## src/rtl/dsp_seq_regs.svh

```systemverilog
// Register indices, field positions, reset values and counts of the sequencer
// What this block does
// - Parameter and data words are signed 5.23, spanning -16.0 to +16.0-1LSB.
// - 24-bit serial input samples are sign-extended into the 28-bit core word.
// - Outputs saturate the top four bits to a 24-bit value within +-1.0.
// - Normal rate gives 3584 instruction cycles per sample, whole program per frame.
// - Double- and quad-speed modes, picked by a core setting, cut the budget.
// - The per-frame limit is 1792 at double rate and 896 at quad rate.
// - Each frame start restarts the program counter, which then steps by one unless a valid branch loads its address.
// - Jump-to-start loads 0x2010 and holds there until the next frame.
// - Frame start before returning to start marks audio corrupt until reset.
// - Core run bit 0 resets to 0; setting it starts program execution.
// - Clearing core run ramps the serial output samples down to zero.
// - Checksum enable is bit 0 of the third group register, reset 0.
// - While enabled, every 4096 frames compute a 32-bit checksum and compare.
// - A mismatch raises an error flag, reaching the pin only when selected.
// - The error stays until the enable goes low, which clears it.
// - The error is a read-only sticky bit 0 at 0xE225, reset 0.
// - Bit 1 of the error-mute control mutes the core on checksum error.
`ifndef DSP_SEQ_REGS_SVH
`define DSP_SEQ_REGS_SVH

`define IDX_CKSUM_HI   16'he200
`define IDX_CKSUM_LO   16'he201
`define IDX_CKSUM_EN   16'he202
`define IDX_MP_SEL     16'he204
`define IDX_CORE_RATE  16'he220
`define IDX_CKSUM_ERR  16'he225
`define IDX_ERR_MUTE   16'he227
`define IDX_CORE_RUN   16'he228
`define IDX_PC_PEAK    16'he229
`define IDX_SEQ_STAT   16'he22a

`define REG_RESET      16'h0000
`define BIT_RUN        0
`define BIT_CKSUM_EN   0
`define BIT_ERR_STICKY 0
`define BIT_MUTE_CRC   1
`define BIT_MP_CRC     0

`define PROG_START     14'h2010
`define LIMIT_NORMAL   12'he00
`define LIMIT_DOUBLE   12'h700
`define LIMIT_QUAD     12'h380
`define CRC_FRAME_LAST 12'hfff
`define CRC_WORD_LAST  12'hfff
`define CRC_POLY       32'h04c11db7
`define CRC_INIT       32'hffffffff
`define CRC_XOROUT     32'hffffffff
`define SLEW_STEP      24'h000800

`define RESP_OKAY      2'b00
`define RESP_SLVERR    2'b10

`endif

```

## src/rtl/dsp_seq_pkg.sv

```systemverilog
// Types shared by the core sequencer files
package dsp_seq_pkg;

  typedef enum logic [1:0] {
    RATE_NORMAL = 2'h0,
    RATE_DOUBLE = 2'h1,
    RATE_QUAD   = 2'h2
  } core_rate_type;

  typedef enum {SEQ_HALT, SEQ_WAIT, SEQ_EXEC} seq_state_type;

  typedef enum {SCAN_IDLE, SCAN_FILL, SCAN_RUN, SCAN_CHECK} scan_state_type;

  typedef struct packed {
    logic [15:0] exp_hi;
    logic [15:0] exp_lo;
    logic        en;
    logic        mp_crc;
    logic [1:0]  rate;
    logic [1:0]  err_mute;
    logic        run;
  } ctrl_regs_type;

  typedef struct packed {
    logic        valid;
    logic [13:0] addr;
  } branch_type;

endpackage

```

## src/rtl/crc_step.sv

```systemverilog
// One CRC-32 update over a full program word, most significant bit first
`timescale 1ns/1ns
`include "dsp_seq_regs.svh"
module crc_step #(
  parameter int DW = 43
) (
  input  wire logic [31:0]   i_crc,
  input  wire logic [DW-1:0] i_data,
  output logic      [31:0]   o_crc
);
  always_comb begin
    logic [31:0] c;
    logic        fb;
    c  = i_crc;
    fb = 1'b0;
    for (int i = DW - 1; i >= 0; i--) begin
      fb = c[31] ^ i_data[i];
      c  = {c[30:0], 1'b0} ^ (fb ? `CRC_POLY : 32'h0);
    end
    o_crc = c;
  end
endmodule

```

## src/rtl/out_conditioner.sv

```systemverilog
// Output clipper and slew-to-zero stage for one serial output channel
`timescale 1ns/1ns
`include "dsp_seq_regs.svh"
module out_conditioner #(
  parameter int              CW   = 28,
  parameter int              OW   = 24,
  parameter logic [OW-1:0]   STEP = `SLEW_STEP
) (
  input  wire logic          i_clk,
  input  wire logic          i_rst,
  input  wire logic [CW-1:0] i_sample,
  input  wire logic          i_step,
  input  wire logic          i_mute,
  output logic      [OW-1:0] o_sample
);
  logic [CW-OW:0] top;
  logic [OW-1:0]  clip;
  logic [OW-1:0]  mag;

  assign top = i_sample[CW-1:OW-1];
  assign mag = OW'(-o_sample);

  always_comb begin
    if (&top || ~|top) begin
      clip = i_sample[OW-1:0];
    end else if (i_sample[CW-1]) begin
      clip = {1'b1, {(OW-1){1'b0}}};
    end else begin
      clip = {1'b0, {(OW-1){1'b1}}};
    end
  end

  // Muted output walks toward zero one step per frame, never overshooting
  always_ff @(posedge i_clk) begin
    if (i_rst) begin
      o_sample <= '0;
    end else if (!i_mute) begin
      o_sample <= clip;
    end else if (i_step) begin
      if (o_sample[OW-1]) begin
        o_sample <= (mag <= STEP) ? '0 : o_sample + STEP;
      end else begin
        o_sample <= (o_sample <= STEP) ? '0 : o_sample - STEP;
      end
    end
  end
endmodule

```

## src/rtl/dsp_core_sequencer.sv

```systemverilog
// Core sequencer, checksum scanner, sample formatting and register slave
`timescale 1ns/1ns
`include "dsp_seq_regs.svh"
module dsp_core_sequencer
  import dsp_seq_pkg::*;
#(
  parameter int AW = 18,
  parameter int PW = 43
) (
  input  wire logic          i_clk,
  input  wire logic          i_rst,
  input  wire logic          i_awvalid,
  output logic               o_awready,
  input  wire logic [AW-1:0] i_awaddr,
  input  wire logic          i_wvalid,
  output logic               o_wready,
  input  wire logic [31:0]   i_wdata,
  input  wire logic [3:0]    i_wstrb,
  output logic               o_bvalid,
  input  wire logic          i_bready,
  output logic [1:0]         o_bresp,
  input  wire logic          i_arvalid,
  output logic               o_arready,
  input  wire logic [AW-1:0] i_araddr,
  output logic               o_rvalid,
  input  wire logic          i_rready,
  output logic [31:0]        o_rdata,
  output logic [1:0]         o_rresp,
  input  wire logic          i_frame_start,
  input  wire logic          i_jump_to_start,
  input  wire branch_type    i_branch,
  input  wire logic [23:0]   i_in_sample,
  input  wire logic [27:0]   i_core_out,
  input  wire logic [PW-1:0] i_prog_word,
  output logic [13:0]        o_pc,
  output logic               o_core_run,
  output logic [27:0]        o_core_in,
  output logic [23:0]        o_out_sample,
  output logic [11:0]        o_prog_addr,
  output logic               o_multipurpose_output_pin
);
  ctrl_regs_type  ctrl_r;
  seq_state_type  state_r;
  scan_state_type scan_r;
  logic           aw_held_r;
  logic           w_held_r;
  logic [15:0]    aw_idx_r;
  logic [31:0]    w_data_r;
  logic [3:0]     w_strb_r;
  logic           aw_held_nxt;
  logic           w_held_nxt;
  logic           do_write;
  logic           take_ar;
  logic           rvalid_nxt;
  logic           mapped_w;
  logic [31:0]    rd_word;
  logic           rd_ok;
  logic [11:0]    cnt_r;
  logic [11:0]    limit;
  logic [15:0]    peak_r;
  logic           corrupt_r;
  logic           err_r;
  logic [11:0]    frame_cnt_r;
  logic [11:0]    words_r;
  logic [31:0]    crc_r;
  logic [31:0]    crc_nxt;
  logic           mismatch;
  logic           mute;
  logic [15:0]    m;

  function automatic logic [15:0] merge(input logic [15:0] old,
                                        input logic [31:0] d,
                                        input logic [3:0]  s);
    merge = {s[1] ? d[15:8] : old[15:8], s[0] ? d[7:0] : old[7:0]};
  endfunction

  // Write address and data are taken in either order, one write at a time
  assign do_write    = aw_held_r && w_held_r && !o_bvalid;
  assign aw_held_nxt = (aw_held_r && !do_write) || (o_awready && i_awvalid);
  assign w_held_nxt  = (w_held_r && !do_write) || (o_wready && i_wvalid);
  assign take_ar     = o_arready && i_arvalid;
  assign rvalid_nxt  = take_ar || (o_rvalid && !i_rready);

  always_ff @(posedge i_clk) begin
    if (i_rst) begin
      aw_held_r <= 1'b0;
      w_held_r  <= 1'b0;
      o_awready <= 1'b0;
      o_wready  <= 1'b0;
      aw_idx_r  <= '0;
      w_data_r  <= '0;
      w_strb_r  <= '0;
    end else begin
      aw_held_r <= aw_held_nxt;
      w_held_r  <= w_held_nxt;
      o_awready <= !aw_held_nxt;
      o_wready  <= !w_held_nxt;
      if (o_awready && i_awvalid) begin
        aw_idx_r <= i_awaddr[AW-1:2];
      end
      if (o_wready && i_wvalid) begin
        w_data_r <= i_wdata;
        w_strb_r <= i_wstrb;
      end
    end
  end

  always_comb begin
    case (aw_idx_r)
      `IDX_CKSUM_HI, `IDX_CKSUM_LO, `IDX_CKSUM_EN, `IDX_MP_SEL,
      `IDX_CORE_RATE, `IDX_CKSUM_ERR, `IDX_ERR_MUTE, `IDX_CORE_RUN,
      `IDX_PC_PEAK, `IDX_SEQ_STAT: mapped_w = 1'b1;
      default: mapped_w = 1'b0;
    endcase
  end

  always_ff @(posedge i_clk) begin
    if (i_rst) begin
      o_bvalid <= 1'b0;
      o_bresp  <= `RESP_OKAY;
    end else if (do_write) begin
      o_bvalid <= 1'b1;
      o_bresp  <= mapped_w ? `RESP_OKAY : `RESP_SLVERR;
    end else if (i_bready) begin
      o_bvalid <= 1'b0;
    end
  end

  // Control registers; status registers ignore writes
  assign m = merge(`REG_RESET, w_data_r, w_strb_r);

  always_ff @(posedge i_clk) begin
    if (i_rst) begin
      ctrl_r <= '0;
    end else if (do_write) begin
      case (aw_idx_r)
        `IDX_CKSUM_HI: ctrl_r.exp_hi <= merge(ctrl_r.exp_hi, w_data_r,
                                              w_strb_r);
        `IDX_CKSUM_LO: ctrl_r.exp_lo <= merge(ctrl_r.exp_lo, w_data_r,
                                              w_strb_r);
        `IDX_CKSUM_EN: if (w_strb_r[0]) ctrl_r.en <= m[`BIT_CKSUM_EN];
        `IDX_MP_SEL: if (w_strb_r[0]) ctrl_r.mp_crc <= m[`BIT_MP_CRC];
        `IDX_CORE_RATE: if (w_strb_r[0]) ctrl_r.rate <= m[1:0];
        `IDX_ERR_MUTE: if (w_strb_r[0]) ctrl_r.err_mute <= m[1:0];
        `IDX_CORE_RUN: if (w_strb_r[0]) ctrl_r.run <= m[`BIT_RUN];
        default: ctrl_r <= ctrl_r;
      endcase
    end
  end

  always_comb begin
    rd_word = 32'h0;
    rd_ok   = 1'b1;
    case (i_araddr[AW-1:2])
      `IDX_CKSUM_HI:  rd_word[15:0] = ctrl_r.exp_hi;
      `IDX_CKSUM_LO:  rd_word[15:0] = ctrl_r.exp_lo;
      `IDX_CKSUM_EN:  rd_word[`BIT_CKSUM_EN] = ctrl_r.en;
      `IDX_MP_SEL:    rd_word[`BIT_MP_CRC] = ctrl_r.mp_crc;
      `IDX_CORE_RATE: rd_word[1:0] = ctrl_r.rate;
      `IDX_CKSUM_ERR: rd_word[`BIT_ERR_STICKY] = err_r;
      `IDX_ERR_MUTE:  rd_word[1:0] = ctrl_r.err_mute;
      `IDX_CORE_RUN:  rd_word[`BIT_RUN] = ctrl_r.run;
      `IDX_PC_PEAK:   rd_word[15:0] = peak_r;
      `IDX_SEQ_STAT:  rd_word[2:0] = {scan_r != SCAN_IDLE,
                                      state_r == SEQ_EXEC, corrupt_r};
      default:        rd_ok = 1'b0;
    endcase
  end

  always_ff @(posedge i_clk) begin
    if (i_rst) begin
      o_rvalid  <= 1'b0;
      o_arready <= 1'b0;
      o_rdata   <= '0;
      o_rresp   <= `RESP_OKAY;
    end else begin
      o_rvalid  <= rvalid_nxt;
      o_arready <= !rvalid_nxt;
      if (take_ar) begin
        o_rdata <= rd_word;
        o_rresp <= rd_ok ? `RESP_OKAY : `RESP_SLVERR;
      end
    end
  end

  always_comb begin
    case (ctrl_r.rate)
      RATE_DOUBLE: limit = `LIMIT_DOUBLE;
      RATE_QUAD:   limit = `LIMIT_QUAD;
      default:     limit = `LIMIT_NORMAL;
    endcase
  end

  // Program counter: one instruction per clock from the start address
  always_ff @(posedge i_clk) begin
    if (i_rst) begin
      state_r <= SEQ_HALT;
      o_pc    <= `PROG_START;
      cnt_r   <= '0;
      peak_r  <= '0;
    end else begin
      case (state_r)
        SEQ_HALT: begin
          o_pc <= `PROG_START;
          if (ctrl_r.run) state_r <= SEQ_WAIT;
        end
        SEQ_WAIT: begin
          if (!ctrl_r.run) begin
            state_r <= SEQ_HALT;
          end else if (i_frame_start) begin
            state_r <= SEQ_EXEC;
            cnt_r   <= '0;
          end
        end
        SEQ_EXEC: begin
          if (!ctrl_r.run) begin
            state_r <= SEQ_HALT;
            o_pc    <= `PROG_START;
          end else if (i_frame_start) begin
            o_pc  <= `PROG_START;
            cnt_r <= '0;
          end else if (i_jump_to_start || cnt_r == limit - 12'h1) begin
            o_pc    <= `PROG_START;
            state_r <= SEQ_WAIT;
            peak_r  <= {4'h0, cnt_r} + 16'h1;
          end else begin
            o_pc  <= i_branch.valid ? i_branch.addr : o_pc + 14'h1;
            cnt_r <= cnt_r + 12'h1;
          end
        end
        default: state_r <= SEQ_HALT;
      endcase
    end
  end

  always_ff @(posedge i_clk) begin
    if (i_rst) begin
      corrupt_r <= 1'b0;
    end else if (state_r == SEQ_EXEC && ctrl_r.run && i_frame_start) begin
      corrupt_r <= 1'b1;
    end
  end

  // Periodic program memory scan, one word per clock, ascending
  crc_step #(.DW(PW)) i_crc_step (
    .i_crc  (crc_r),
    .i_data (i_prog_word),
    .o_crc  (crc_nxt)
  );

  assign mismatch = (crc_r ^ `CRC_XOROUT) != {ctrl_r.exp_hi, ctrl_r.exp_lo};

  always_ff @(posedge i_clk) begin
    if (i_rst || !ctrl_r.en) begin
      frame_cnt_r <= '0;
    end else if (i_frame_start) begin
      frame_cnt_r <= frame_cnt_r + 12'h1;
    end
  end

  always_ff @(posedge i_clk) begin
    if (i_rst || !ctrl_r.en) begin
      scan_r      <= SCAN_IDLE;
      o_prog_addr <= '0;
      words_r     <= '0;
      crc_r       <= `CRC_INIT;
    end else begin
      case (scan_r)
        SCAN_IDLE: begin
          if (i_frame_start && frame_cnt_r == `CRC_FRAME_LAST) begin
            scan_r      <= SCAN_FILL;
            o_prog_addr <= '0;
            words_r     <= '0;
            crc_r       <= `CRC_INIT;
          end
        end
        SCAN_FILL: begin
          scan_r      <= SCAN_RUN;
          o_prog_addr <= 12'h1;
        end
        SCAN_RUN: begin
          crc_r       <= crc_nxt;
          o_prog_addr <= o_prog_addr + 12'h1;
          words_r     <= words_r + 12'h1;
          if (words_r == `CRC_WORD_LAST) scan_r <= SCAN_CHECK;
        end
        SCAN_CHECK: scan_r <= SCAN_IDLE;
        default:    scan_r <= SCAN_IDLE;
      endcase
    end
  end

  always_ff @(posedge i_clk) begin
    if (i_rst || !ctrl_r.en) begin
      err_r <= 1'b0;
    end else if (scan_r == SCAN_CHECK && mismatch) begin
      err_r <= 1'b1;
    end
  end

  always_ff @(posedge i_clk) begin
    if (i_rst) begin
      o_multipurpose_output_pin   <= 1'b0;
      o_core_run <= 1'b0;
      o_core_in  <= '0;
    end else begin
      o_multipurpose_output_pin   <= err_r && ctrl_r.mp_crc;
      o_core_run <= ctrl_r.run;
      o_core_in  <= {{4{i_in_sample[23]}}, i_in_sample};
    end
  end

  assign mute = !ctrl_r.run || corrupt_r ||
                (ctrl_r.err_mute[`BIT_MUTE_CRC] && err_r);

  out_conditioner #(.CW(28), .OW(24)) i_out_conditioner (
    .i_clk    (i_clk),
    .i_rst    (i_rst),
    .i_sample (i_core_out),
    .i_step   (i_frame_start),
    .i_mute   (mute),
    .o_sample (o_out_sample)
  );

  property p_halt_pc;
    @(posedge i_clk) disable iff (i_rst)
      (state_r == SEQ_HALT) |=> (o_pc == `PROG_START);
  endproperty
  a_halt_pc: assert property (p_halt_pc)
    else $error("PC left start while halted");

  property p_jump;
    @(posedge i_clk) disable iff (i_rst)
      (state_r == SEQ_EXEC && ctrl_r.run && !i_frame_start &&
       i_jump_to_start) |=> (o_pc == `PROG_START && state_r == SEQ_WAIT);
  endproperty
  a_jump: assert property (p_jump)
    else $error("jump did not park PC at start");

  property p_wait_hold;
    @(posedge i_clk) disable iff (i_rst)
      (state_r == SEQ_WAIT) ##1 (state_r == SEQ_WAIT) |->
        (o_pc == `PROG_START && $stable(o_pc));
  endproperty
  a_wait_hold: assert property (p_wait_hold)
    else $error("PC moved while waiting for frame");

  property p_budget;
    @(posedge i_clk) disable iff (i_rst)
      (state_r == SEQ_EXEC) |-> (cnt_r < limit);
  endproperty
  a_budget: assert property (p_budget)
    else $error("instruction budget exceeded");

  property p_corrupt;
    @(posedge i_clk) disable iff (i_rst)
      (state_r == SEQ_EXEC && ctrl_r.run && i_frame_start) |=>
        corrupt_r [*3];
  endproperty
  a_corrupt: assert property (p_corrupt)
    else $error("early frame not flagged corrupt");

  property p_err_clear;
    @(posedge i_clk) disable iff (i_rst)
      $fell(ctrl_r.en) |=> !err_r ##1 !o_multipurpose_output_pin;
  endproperty
  a_err_clear: assert property (p_err_clear)
    else $error("error survived enable clear");

  property p_err_sticky;
    @(posedge i_clk) disable iff (i_rst)
      (err_r && ctrl_r.en) ##1 ctrl_r.en |-> err_r;
  endproperty
  a_err_sticky: assert property (p_err_sticky)
    else $error("error dropped while enabled");

  property p_err_set;
    @(posedge i_clk) disable iff (i_rst)
      (scan_r == SCAN_CHECK && mismatch && ctrl_r.en) |=>
        err_r ##1 (o_multipurpose_output_pin == ctrl_r.mp_crc);
  endproperty
  a_err_set: assert property (p_err_set)
    else $error("mismatch not reported");

  property p_run_halt;
    @(posedge i_clk) disable iff (i_rst)
      $fell(ctrl_r.run) |=> (state_r == SEQ_HALT && !o_core_run);
  endproperty
  a_run_halt: assert property (p_run_halt)
    else $error("core kept running after run cleared");
endmodule

```

## config.mk

```make
export PLATFORM = sky130hd
export DESIGN_NAME = dsp_core_sequencer
export DESIGN_NICKNAME = d
export VERILOG_FILES = /design/src/rtl/dsp_seq_pkg.sv /design/src/rtl/crc_step.sv /design/src/rtl/out_conditioner.sv /design/src/rtl/dsp_core_sequencer.sv
export VERILOG_INCLUDE_DIRS = /design/src /design/src/rtl
export SDC_FILE = /design/constraint.sdc
export NUM_CORES = 1
export LEC_CHECK = 0
export BUFFER_PORTS_ARGS = -buffer_cell sky130_fd_sc_hd__buf_2
export CAP_MARGIN = 20
export CORE_ASPECT_RATIO = 1.25
export CORE_UTILIZATION = 55
export DETAILED_ROUTE_END_ITERATION = 8
export MAX_ROUTING_LAYER = met4
export PLACE_DENSITY = 0.88
export SETUP_SLACK_MARGIN = 0.02
export SLEW_MARGIN = 10
export SYNTH_ARGS = -nofsm -noshare
export SYNTH_HDL_FRONTEND = slang
export SYNTH_SLANG_ARGS = --single-unit
```

## constraint.sdc

```tcl
create_clock -name i_clk -period 5.8 [get_ports i_clk]
set_input_delay 1.16 -clock i_clk [delete_from_list [all_inputs] [get_ports i_clk]]
set_output_delay 1.16 -clock i_clk [all_outputs]
set_load 0.03 [all_outputs]
```

# ---- Word level (Yosys, flattened, before mapping)
# Cells that the tools add are included.
dict set report word_totals {
  output_inout_bits 121
  register_bits 326
  inputBits 191
  elab_cells 325
}
dict set report classes {
  order_cmp 2
  bitwise 88
  mux 87
  n_reduce_logical 58
  eq_ne 43
  addsub 10
}
# cell n
set op_table {}
lappend op_table {{XOR 32 bit} 43}
lappend op_table {{2-to-1 mux 27 bit} 43}
lappend op_table {{equality test 16 bit (second input constant)} 20}
lappend op_table {{2-to-1 mux 32 bit} 9}
lappend op_table {{one-hot mux 32 bit (3 select lines)} 2}
lappend op_table {{2-to-1 mux 24 bit} 7}
lappend op_table {{2-to-1 mux 12 bit} 6}
lappend op_table {{one-hot mux 12 bit (2 select lines)} 3}
lappend op_table {{equality test 32 x 1 -> 1 bit (second input constant)} 2}
lappend op_table {{equality test 32 x 2 -> 1 bit (second input constant)} 2}
lappend op_table {{equality test 32 x 3 -> 1 bit (second input constant)} 2}
lappend op_table {{logical NOT 32 bit} 2}
lappend op_table {{one-hot mux 32 bit (2 select lines)} 1}
lappend op_table {{2-to-1 mux 14 bit} 4}
lappend op_table {{adder 12 x 1 -> 12 bit (second input constant)} 4}
lappend op_table {{less-or-equal comparator 24 x 12 -> 1 bit (second input constant)} 2}
lappend op_table {{XOR 1 bit} 43}
lappend op_table {{one-hot mux 13 bit (3 select lines)} 1}
lappend op_table {{one-hot mux 12 bit (3 select lines)} 1}
lappend op_table {{!= test 32 bit} 1}
lappend op_table {{inverter 32 bit} 1}
lappend op_table {{nonzero test 32 bit} 1}
lappend op_table {{one-hot mux 14 bit (2 select lines)} 1}
lappend op_table {{AND reduction 3 bit} 9}
lappend op_table {{28 further kinds} 78}

# ---- Longest topological paths before layout
# Gate-level depths: netlist of the first run.
dict set report logic_depth {
  ltp_word 130
  mapped_depth 16
  ltp_nobuf 14
}

# ---- By module
# A second synthesis of the first run with hierarchy kept.
dict set report hier_totals {
  cells_unflattened 1822
  hier_area_um2 16833.6
}
# module instances cells_each area_per_inst_um2 seq_area_each_um2
set by_module_without_submodules {}
lappend by_module_without_submodules {dsp_core_sequencer 1 1212 10536.4 4744.6}
lappend by_module_without_submodules {crc_step 1 353 4454.3 0.0}
lappend by_module_without_submodules {out_conditioner 1 257 1843.0 480.5}

# ---- Worst setup path after synthesis of the first run
# Ideal clock, no wire load.
dict set report synth_timing {
  path_kind {input to register}
  start {input i_prog_word[30]}
  end {register crc_r[26]}
  required_time_ns 5.731
  n_path_buf 0
  setup_time_ns 0.069
  arrival_time_ns 5.160
  stages 12
  setup_slack_ns 0.571
  path_cell_list {xnor2_1 > xnor3_1 > xnor3_1 > xnor3_2 > xnor3_1 > xnor3_1 > xnor2_2 > xor3_1 > xnor3_1 > xnor3_1 > and3_1 > o21ai_1}
}
dict set report synth_between {
  elab_chain_len 44
  word_cells_on_any_way 60
  cone_classes {mux: 15; bitwise: 45}
}
# item line
set synth_lines {}
lappend synth_lines {{start, declared} dsp_core_sequencer.sv:34} ;# input wire logic [PW-1:0] i_prog_word,
lappend synth_lines {{XOR 1 bit (*)} crc_step.sv:17} ;# fb = c[31] ^ i_data[i];
lappend synth_lines {{2-to-1 mux 27 bit (*)} crc_step.sv:18} ;# c = {c[30:0], 1'b0} ^ (fb ? `CRC_POLY : 32'h0);
lappend synth_lines {{XOR 32 bit (*) (6 in series)} crc_step.sv:18}
lappend synth_lines {{XOR 1 bit} crc_step.sv:17}
lappend synth_lines {{2-to-1 mux 27 bit} crc_step.sv:18}
lappend synth_lines {{XOR 32 bit (*) (6 in series)} crc_step.sv:18}
lappend synth_lines {{XOR 1 bit} crc_step.sv:17}
lappend synth_lines {{2-to-1 mux 27 bit} crc_step.sv:18}
lappend synth_lines {{(+8 left out)} --}
lappend synth_lines {{XOR 32 bit (*) (6 in series)} crc_step.sv:18}
lappend synth_lines {{XOR 1 bit} crc_step.sv:17}
lappend synth_lines {{2-to-1 mux 27 bit} crc_step.sv:18}
lappend synth_lines {{XOR 32 bit (*) (6 in series)} crc_step.sv:18}
lappend synth_lines {{XOR 1 bit} crc_step.sv:17}
lappend synth_lines {{2-to-1 mux 27 bit} crc_step.sv:18}
lappend synth_lines {{XOR 32 bit (*)} crc_step.sv:18}
lappend synth_lines {{one-hot mux 32 bit (2 select lines) (*)} dsp_core_sequencer.sv:268} ;# case (scan_r)
lappend synth_lines {{end signal, assigned} dsp_core_sequencer.sv:266} ;# crc_r <= `CRC_INIT;
lappend synth_lines {{end signal, assigned} dsp_core_sequencer.sv:274} ;# crc_r <= `CRC_INIT;
lappend synth_lines {{end signal, assigned} dsp_core_sequencer.sv:282} ;# crc_r <= crc_nxt;
lappend synth_lines {{end, declared} dsp_core_sequencer.sv:65} ;# logic [31:0] crc_r;
# Mark *: on every way between the ends. The rest lies on a longest branch, timed or not.
# A chain may end at the register's enable or synchronous reset.

# ---- Final worst setup path of the first run
dict set report layout_timing {
  start {input i_prog_word[42]}
  end {register crc_r[26]}
}
dict set report layout_between {
  elab_chain_len 60
  word_cells_on_any_way 92
  cone_classes {mux: 25; bitwise: 67}
}
# item line
set layout_lines {}
lappend layout_lines {{XOR 1 bit (*)} crc_step.sv:17}
lappend layout_lines {{2-to-1 mux 27 bit (*)} crc_step.sv:18}
lappend layout_lines {{XOR 32 bit (*) (6 in series)} crc_step.sv:18}
lappend layout_lines {{XOR 1 bit} crc_step.sv:17}
lappend layout_lines {{2-to-1 mux 27 bit} crc_step.sv:18}
lappend layout_lines {{XOR 32 bit (*) (6 in series)} crc_step.sv:18}
lappend layout_lines {{XOR 1 bit} crc_step.sv:17}
lappend layout_lines {{2-to-1 mux 27 bit} crc_step.sv:18}
lappend layout_lines {{(+24 left out)} --}
lappend layout_lines {{XOR 32 bit (*) (6 in series)} crc_step.sv:18}
lappend layout_lines {{XOR 1 bit} crc_step.sv:17}
lappend layout_lines {{2-to-1 mux 27 bit} crc_step.sv:18}
lappend layout_lines {{XOR 32 bit (*) (6 in series)} crc_step.sv:18}
lappend layout_lines {{XOR 1 bit} crc_step.sv:17}
lappend layout_lines {{2-to-1 mux 27 bit} crc_step.sv:18}
lappend layout_lines {{XOR 32 bit (*)} crc_step.sv:18}
lappend layout_lines {{one-hot mux 32 bit (2 select lines) (*)} dsp_core_sequencer.sv:268}
# Marked as above.

==> results of run 1 <==
## layer usage
layer	share of wire (%)	vias up	track usage [%]
li1	-	6744	-
met1	38	6699	35.1
met2	50	642	52.8
met3	6.4	148	3.34
met4	5.9	0	16.8
met5	0	-	-
## synthesized netlist by cell type, types with 9 or more instances
cell type and n:
sky130_fd_sc_hd__and3_1 35, sky130_fd_sc_hd__xor2_1 111, sky130_fd_sc_hd__nand2_1 210, sky130_fd_sc_hd__xor3_1 9
sky130_fd_sc_hd__ha_1 15, sky130_fd_sc_hd__xnor2_1 209, sky130_fd_sc_hd__a31oi_1 14, sky130_fd_sc_hd__nor2b_1 37
sky130_fd_sc_hd__o21ai_1 9, sky130_fd_sc_hd__o21ai_0 75, sky130_fd_sc_hd__xnor2_2 14, sky130_fd_sc_hd__nor2_1 173
sky130_fd_sc_hd__nor3_1 30, sky130_fd_sc_hd__o211ai_1 15, sky130_fd_sc_hd__or3_1 9, sky130_fd_sc_hd__xnor3_1 54
sky130_fd_sc_hd__buf_4 22, sky130_fd_sc_hd__nor4_1 15, sky130_fd_sc_hd__and2_1 11, sky130_fd_sc_hd__inv_1 19
sky130_fd_sc_hd__a222oi_1 12, sky130_fd_sc_hd__a211oi_1 23, sky130_fd_sc_hd__nand3_1 35, sky130_fd_sc_hd__a22oi_1 14
sky130_fd_sc_hd__dfxtp_1 261, sky130_fd_sc_hd__a21oi_1 140, sky130_fd_sc_hd__nand4_1 23, sky130_fd_sc_hd__mux2i_1 30
sky130_fd_sc_hd__clkbuf_1 93, sky130_fd_sc_hd__nand3b_1 10, sky130_fd_sc_hd__nand2b_1 14
## through the flow
stage               instance area, um2  hold WS (ns)  setup slack [ns]  util (%)  std cells
floorplan                        16400         0.431             0.571         -       1850
global placement                 18100         0.443             0.338      61.9       2452
detailed placement               18100         0.448             0.320      62.0       2453
CTS                              19000         0.457             0.852      64.9       2495
global route                     19000         0.489             0.661      64.9       2498
finish                           19000         0.457             0.853      64.9       2498
## critical path: stages
cell and delay (ns):
sky130_fd_sc_hd__buf_2 0.13, sky130_fd_sc_hd__xnor2_4 0.34, sky130_fd_sc_hd__xor3_2 0.66, sky130_fd_sc_hd__xnor2_2 0.19, sky130_fd_sc_hd__buf_4 0.20, sky130_fd_sc_hd__xnor2_4 0.34
sky130_fd_sc_hd__xor2_2 0.23, sky130_fd_sc_hd__xor3_2 0.48, sky130_fd_sc_hd__xor2_2 0.23, sky130_fd_sc_hd__xor3_1 0.51, sky130_fd_sc_hd__xnor3_1 0.42, sky130_fd_sc_hd__xnor3_1 0.20
sky130_fd_sc_hd__and3_1 0.18, sky130_fd_sc_hd__o21ai_1 0.11
## flip-flops by register name, summed over array words and instances (netlist names), 13 cells and up
signal	flops
aw_idx_r	16
crc_r	32
ctrl_r	39
i_out_conditioner.o_sample	24
o_core_in	24
o_pc	14
o_rdata	16
peak_r	13
w_data_r	16
## how the worst max path moves through the flow
stage               startpoint        end  slack, ns  cells past startpoint
2_1_floorplan  i_prog_word[30]  crc_r[26]       0.57                     12
3_3_place_gp   i_prog_word[36]  crc_r[23]       0.34                     11
3_5_place_dp   i_prog_word[42]  crc_r[14]       0.32                     14
4_1_cts        i_prog_word[42]  crc_r[14]       0.85                     14
5_1_grt        i_prog_word[39]  crc_r[10]       0.66                     15
6_report       i_prog_word[42]  crc_r[26]       0.85                     14
## cell families after synthesis
family	Yosys count	synth area share, %
AOI/OAI and AO/OA	342	12.5
xor gates and xnor gates	422	30.8
adders and majority gates	15	1.15
buffers and inverters	138	3.68
DFF	261	32.0
muxes	33	2.05
other	1	0.0230
and+or+nand+nor	621	17.7
## cell type report
| class | instances | share of cell area (%) |
|---|---|---|
| Antenna cell | 1 | 0.0132 |
| Clock buffer | 27 | 3.27 |
| Clock inverter | 15 | 1.17 |
| Inverter | 19 | 0.376 |
| Multi-Input combinational cell | 1451 | 55.6 |
| Sequential cell | 261 | 27.5 |
| Tap cell | 396 | 2.61 |
| Timing Repair Buffer | 328 | 9.42 |
==> results.md, run 1 <==
Run:
- Across the run, the number of max-cap violations was 0.

CTS:
- In this run, CTS created clock tree buffers numbering 23.
- The number of clock sinks is 261.
- The count of H-tree levels built during CTS is 1.
- The buffers inserted during post-CTS setup optimization is 0.
- Clock-pin slew was measured on the worst setup and hold paths at 0.07 ns.
- The quantity of gates resized following cts is 0.
- The root buffer cell chosen for the clock tree is sky130_fd_sc_hd__clkbuf_16.
- The hold buffer count at CTS is 0.
- The maximum buffer depth of the clock tree is 3.
- The later pin in the worst-skew pair is clocked with a latency of 0.53 ns.
- The TritonCTS clock tree is built.

Yosys:
- The count of flip-flops with a built-in enable after synthesis is 0.
- The post-synthesis average cell area is 8.90 um2.
- The fraction of post-synthesis cell area in the top cell type by area is 32.0%.
- The cell type with the highest aggregate area in the netlist is sky130_fd_sc_hd__dfxtp_1.
- The synthesized design contains 261 register bits.
- Summing every instance area after synthesis gives 16300 um2.
- Yosys mapped the design onto 62 distinct sky130hd cell types.
- The post-synthesis cell count is between 1500 and 2000.
- The share of synthesized area occupied by flip-flops and latches is around a third.
- Ranked by total cell area, the synthesized netlist is headed by sky130_fd_sc_hd__dfxtp_1, sky130_fd_sc_hd__xnor2_1, sky130_fd_sc_hd__xnor3_1.
- The most used flip-flop cell after synthesis is sky130_fd_sc_hd__dfxtp_1.
- Yosys printed 0 warnings.
- The share of async-settable or async-resettable flops after synthesis is 0%.

Placed design:
- The placer's final routability congestion estimate is 1.05.
- The HPWL after detailed placement is 35.3 mm.
- During placement, the flow inserted port buffers numbering 271.

Timing:
- The sum of negative setup slack is 0 ns.
- The slew of the pin with the lowest slew margin is 1.11 ns.
- The number of failing hold endpoints at the final stage came to 0.
- Setup repair after global routing left no endpoint under its margin.
- The highest clock frequency the design can meet is 202 MHz.
- Headroom to the max-slew limit came out at 26.0%.
- On the final layout, the worst clock skew is between 0.009 and 0.01 ns.
- Subtracting the final worst setup slack from the clock period gives 4.95 ns.
- The final max-slew violation count is 0.
- The final critical-path share of the clock period is 85.3%.
- Setup violations remaining at the end of the flow were counted as 0.

Routing:
- For this run, design rule violations remaining after detail routing come to 0.
- The total length of routed wires is around 46 mm.
- The pre-antenna-repair detailed-routing pass consisted of 7 iterations.
- Dividing the detail-routed via count by the number of cells gives 5.70.
- The number of vias after detailed routing is 14200.
- The per-cell routed wire length is 18.5 um.
- The detailed router's first-iteration violation count is 1091.
- In this run the remaining antenna-violating nets after routing total 0.

Critical path:
- The capturing point of the worst reg2reg path is crc_r[15].
- In this run the worst path has a maximum fanout of 7.
- At the worst endpoint, the required time is 6.26 ns.
- The launching point of the worst reg2reg path is crc_r[25].
- Measured in cells, the most critical reg-to-reg path has a length of 12.
- The start-to-end type of the worst setup path is in -> reg.
- The worst setup path is captured at a flop.
- In this run the register-to-register setup slack is approximately 1.1 ns.
- The critical path data arrival time is 5.40 ns.
- STA classifies the critical path startpoint as an input pin.

Global routing:
- The number of global-route vias before repair is 13600.
- The first global-routing pass estimated 71.7 mm of wire.
- The maximum number of pins on one net before global-route repair is 110.
- The total congestion overflow is 0.
- The number of antenna violations at the first check in global routing came to 1.
- Global routing used 30.9% of the available tracks.

Final layout:
- Registers take 5230 um2.
- The fraction of final layout cells sized beyond drive strength 1 is 19.9%.
- The final net count is 2290.
- The top cell types in the final layout, fill and taps aside, are sky130_fd_sc_hd__buf_2, sky130_fd_sc_hd__dfxtp_1, sky130_fd_sc_hd__nand2_1, sky130_fd_sc_hd__xnor2_1, sky130_fd_sc_hd__nor2_1.
- The most frequent standard cell in the layout excluding fill and tap cells is sky130_fd_sc_hd__buf_2.
- The area overhead of the layout relative to synthesis is 16.4%.
- The count of fill cells added during filler insertion is 2378.
- The multi-input combinational cells in the finished layout cover a total of 10600 um2.

Die:
- The initial utilization of the core area, before any placement, comes to 55.8%.
- The die outline area is 30400 um2.
- The total I/O pin count is around 310.
- The number of placement rows is 70.
- The die height is 195 um.
- The horizontal die dimension is 156 um.
- The core area is 29300 um2.

Run status:
- The run finished with clean final reports.

Hold path:
- The endpoint with the worst hold slack is aw_idx_r[11].
- The tightest min-delay check is of the reg -> reg type.
- The worst hold path was traced through 2 stages.
- The launch instance of the worst min-delay path is aw_idx_r[11].
Power of run 1 is not shown: default switching activity piles up to over one toggle a cycle in this logic, so the estimate is an artifact.
==> run 2, diff against run 1 <==
--- a/config.mk
+++ b/config.mk
@@ -17,4 +17,5 @@
 export SLEW_MARGIN = 10
 export SYNTH_ARGS = -nofsm -noshare
 export SYNTH_HDL_FRONTEND = slang
+export SYNTH_HIERARCHICAL = 1
 export SYNTH_SLANG_ARGS = --single-unit
==> run 2 against run 1 <==
Core utilization is 0.32 points lower. Design area rose by 2.4%. Synthesized area increased by 3.2%. Critical path depth fell by 1. Sequential cell count stayed put. Synthesized cell count is 0.60% lower. Global-route usage up 0.23 points. Sequential share of layout area decreased by 0.66 points. Fmax shrank 3.2%. First-iteration DRC count is 25% higher. Register-to-register slack worse by 0.25 ns. Critical path type unchanged. Highest routed layer unchanged.
==> results.md, run 2 <==
Run status:
- The flow ran to the end, and the final reports show no timing, DRC or antenna violations.

Global routing:
- The combined global-route utilization of all metal layers was 31.1% (+0.23 points).
- The first-pass GRT wire length came to 73.3 mm (+2.2%).
- The maximum number of pins on one net before global-route repair is 77 (-30%).
- The number of global-route vias before repair is 13700 (+0.75%).
- The number of antenna violations at the first check in global routing is 6 (+5).
- The total congestion overflow is 0 (unchanged).

Yosys:
- The post-synthesis average cell area is 9.24 um2 (+3.8%).
- The fraction of synthesized cell area in xor and xnor cells is 30.4% (-0.42 points).
- The number of different library cells in the post-synthesis netlist is 96 (+55%).
- Of all cell types, the one taking the most synthesized area is sky130_fd_sc_hd__dfxtp_1.
- The post-synthesis cell count is 1822 (-0.60%).
- The yosys synthesis warning count is 6 (+6).
- The fraction of the mapped netlist area in adder cells was 1.11% (-0.035 points).
- In the synthesized netlist the dominant register cell turns out to be sky130_fd_sc_hd__dfxtp_1.
- The share of async-settable or async-resettable flops after synthesis came to 0% (unchanged).
- The largest family of logic cells by synthesized area is XOR/XNOR gates.
- By count the netlist is led by sky130_fd_sc_hd__dfxtp_1, sky130_fd_sc_hd__xnor2_1, sky130_fd_sc_hd__nand2_1.
- The fraction of post-synthesis cell area in the top cell type by area came to 31.0% (-0.99 points).
- The cell area after technology mapping is 16800 um2 (+3.2%).
- The synthesis-stage register bit count is 261 (unchanged).
- The synthesized-area fraction occupied by ao, oa, aoi and oai cells is 12.2% (-0.36 points).
- The share of synthesized area occupied by flip-flops and latches is 31.0% (-0.99 points).
- The count of flip-flops with a built-in enable after synthesis is 0 (unchanged).
- The area share of and/or/nand/nor cells after synthesis is 18.5% (+0.81 points).
- Sorting the synthesized cells by area gives the leading types as sky130_fd_sc_hd__dfxtp_1, sky130_fd_sc_hd__xnor2_1, sky130_fd_sc_hd__xnor3_1.
- By instance count, the leading cell after synthesis is sky130_fd_sc_hd__dfxtp_1.
- The share of synthesized area spent on multiplexers is 2.92% (+0.87 points).

Placed design:
- The worst setup slack after placement is 0.170 ns (-0.151 ns).
- The estimated wirelength of the detail-placed design is 37.4 mm (+5.9%).
- The total of buffers placed on input and output ports is 271 (unchanged).
- The placer's final routability congestion estimate is 1.04 (-1.2%).

Routing:
- The total length of routed wires was 48.8 mm (+5.9%).
- The remaining antenna violation count after routing is 0 (unchanged).
- The number of vias after detailed routing came to 14600 (+2.2%).
- The via-per-instance ratio was 5.83 (+2.3%).
- The detailed router's first-iteration violation count is 1363 (+25%).
- The residual DRC count is 0 (unchanged).
- The per-cell routed wire length is 19.5 um (+5.9%).
- The count of TritonRoute iterations in the first routing pass was 8 (+1).

Critical path:
- The required time of the critical path was 6.19 ns (-0.07 ns).
- The delay of the slowest critical-path stage is 0.62 ns (-0.04 ns).
- The worst setup path is launched from an input pin.
- Traced cell by cell, the critical path runs through buf_2 > xor2_4 > xnor3_2 > xnor3_2 > xnor3_4 > xor2_4 > xnor3_2 > xnor2_2 > xnor2_4 > xnor3_2 > xnor3_1 > nand2_1 > nand3_1.
- By startpoint and endpoint, the worst setup path is classified as in -> reg.
- The largest individual stage delay along the critical path comes from the cell sky130_fd_sc_hd__xnor3_4.
- The number of buffers and inverters on the critical path came to 1 (-1).
- The nature of the critical path endpoint is a flop.
- The critical path data arrival time was 5.50 ns (+0.10 ns).
- The maximum fanout encountered on the critical timing path is 5 (-2).
- The family of cells with the greatest summed delay on the critical path is XOR/XNOR gates.
- The most numerous cell type found on the critical path is sky130_fd_sc_hd__xnor3_2.

Timing:
- The final setup violation count is 0 (unchanged).
- The final hold slack is 0.452 ns (-0.00558 ns).
- The final setup skew is 0.0138 ns (+0.00464 ns).
- The final max-slew violation count is 0 (unchanged).
- The slew of the pin with the lowest slew margin is 1.07 ns (-0.0450 ns).
- The number of failing hold endpoints at the final stage came to 0 (unchanged).
- The minimum period implied by the final worst setup slack came to 5.11 ns (+0.166 ns).
- The sum of negative setup slack is 0 ns (unchanged).
- The worst-case headroom to the max-slew limit is 28.9% (+3.0 points).
- Setup repair after global routing left no endpoint under its margin.
- The worst setup margin is 0.687 ns (-0.166 ns).
- The final critical-path share of the clock period was 88.1% (+2.9 points).
- The highest clock frequency the design can meet is 196 MHz (-3.2%).

Die:
- The core area is 30100 um2 (+2.9%).
- The number of placement rows is 71 (+1.4%).
- The effective utilization at floorplan was 55.9% (+0.13 points).
- The total I/O pin count is 312 (unchanged).
- The die outline area is 31300 um2 (+3.1%).
- The die height was 198 um (+1.6%).
- The horizontal die dimension is 158 um (+1.6%).

Final layout:
- In the final layout, the registers with the most flip-flops are ctrl_r x39, crc_r x32.
- The library cell used most frequently in the layout, excluding fill and tap cells, is sky130_fd_sc_hd__buf_2.
- In the layout the commonest cells are sky130_fd_sc_hd__buf_2, sky130_fd_sc_hd__dfxtp_1, sky130_fd_sc_hd__xnor2_1, sky130_fd_sc_hd__nand2_1, sky130_fd_sc_hd__nor2_1.
- Compared with the post-synthesis result, the final layout area differs by 15.5%.
- The count of fill cells added during filler insertion is 2354 (-1.0%).
- The fraction of final layout cells sized beyond drive strength 1 was 21.4% (+1.4 points).
- The most flop-heavy register is ctrl_r.
- The number of flip-flops under the largest register name is 39 (unchanged).
- The final net count is 2277 (-0.57%).

CTS:
- TritonCTS built the clock tree.
- The maximum buffer depth of the clock tree was 3 (unchanged).
- The hold buffer count at CTS is 0 (unchanged).
- The CTS buffer count is 27 (+17%).
- The cell sitting at the root of the clock tree is a sky130_fd_sc_hd__clkbuf_16.
- The count of H-tree levels built during CTS is 1 (unchanged).
- The number of clock sinks came to 261 (unchanged).
- The clock latency on the worst-skew pair is 0.54 ns (about the same).
- The clock slew at the register clock pins of the worst setup and hold paths came to 0.06 ns (about the same).
- The quantity of gates resized following cts is 0 (unchanged).
- The buffers inserted during post-CTS setup optimization came to 0 (unchanged).

Run:
- The number of maximum-capacitance constraint violations is 0 (unchanged).

Hold path:
- The path class of the tightest hold or removal check is reg -> reg.
[run 2: logic make-up (layout without fill, tap and decap cells)]
logic type,Yosys count,in the layout
buffers and inverters,139,388
AO/OA/AOI/OAI,299,299
AND/OR/NAND/NOR,629,629
other,1,26
multiplexers,49,49
adder cells (fa/ha/maj),15,15
flip-flops,261,261
XOR/XNOR,429,429
[run 2: final timing paths]
kind                                      start           end  slack [ns]  depth (start not counted)
worst max-delay path            i_prog_word[37]     crc_r[12]        0.69                         13
worst min-delay path               aw_idx_r[14]  aw_idx_r[14]        0.45                          2
worst max register to register        crc_r[26]     crc_r[12]        0.88                         12
worst min register to register     aw_idx_r[14]  aw_idx_r[14]        0.45                          2
[run 2: final cells by class]
class,count,area [um2],share of cell area (%)
Timing Repair Buffer,315,1700,8.73
Antenna cell,8,20.0,0.103
Sequential cell,261,5230,26.9
Clock buffer,34,752,3.87
Inverter,27,101,0.521
Tap cell,401,502,2.58
Clock inverter,12,106,0.547
Multi-Input combinational cell,1439,11000,56.8
[run 2: routing by layer]
layer | part of all wire [%] | track usage [%]
met3 | 6.8 | 3.91
met4 | 5.0 | 15.4
met5 | 0 | -
met2 | 50 | 52.6
met1 | 38 | 36.2
[run 2: stage by stage]
stage	instance area, um2	util [%]	std cells
3_5_place_dp	18500	61.6	2440
6_report	19400	64.6	2497
4_1_cts	19400	64.4	2486
3_3_place_gp	18500	61.5	2439
2_1_floorplan	16900	-	1839
5_1_grt	19400	64.6	2496
[run 2: worst reg2reg max path, cell delays in order (launching register included)]
cell	delay (ns)
sky130_fd_sc_hd__dfxtp_1	0.56
sky130_fd_sc_hd__xor2_4	0.28
sky130_fd_sc_hd__xnor3_2	0.53
sky130_fd_sc_hd__xnor3_2	0.48
sky130_fd_sc_hd__xnor3_4	0.62
sky130_fd_sc_hd__xor2_4	0.29
sky130_fd_sc_hd__xnor3_2	0.50
sky130_fd_sc_hd__xnor2_2	0.31
sky130_fd_sc_hd__xnor2_4	0.17
sky130_fd_sc_hd__xnor3_2	0.49
sky130_fd_sc_hd__xnor3_1	0.36
sky130_fd_sc_hd__nand2_1	0.08
sky130_fd_sc_hd__nand3_1	0.09
Power of run 2 is left out for the same reason.
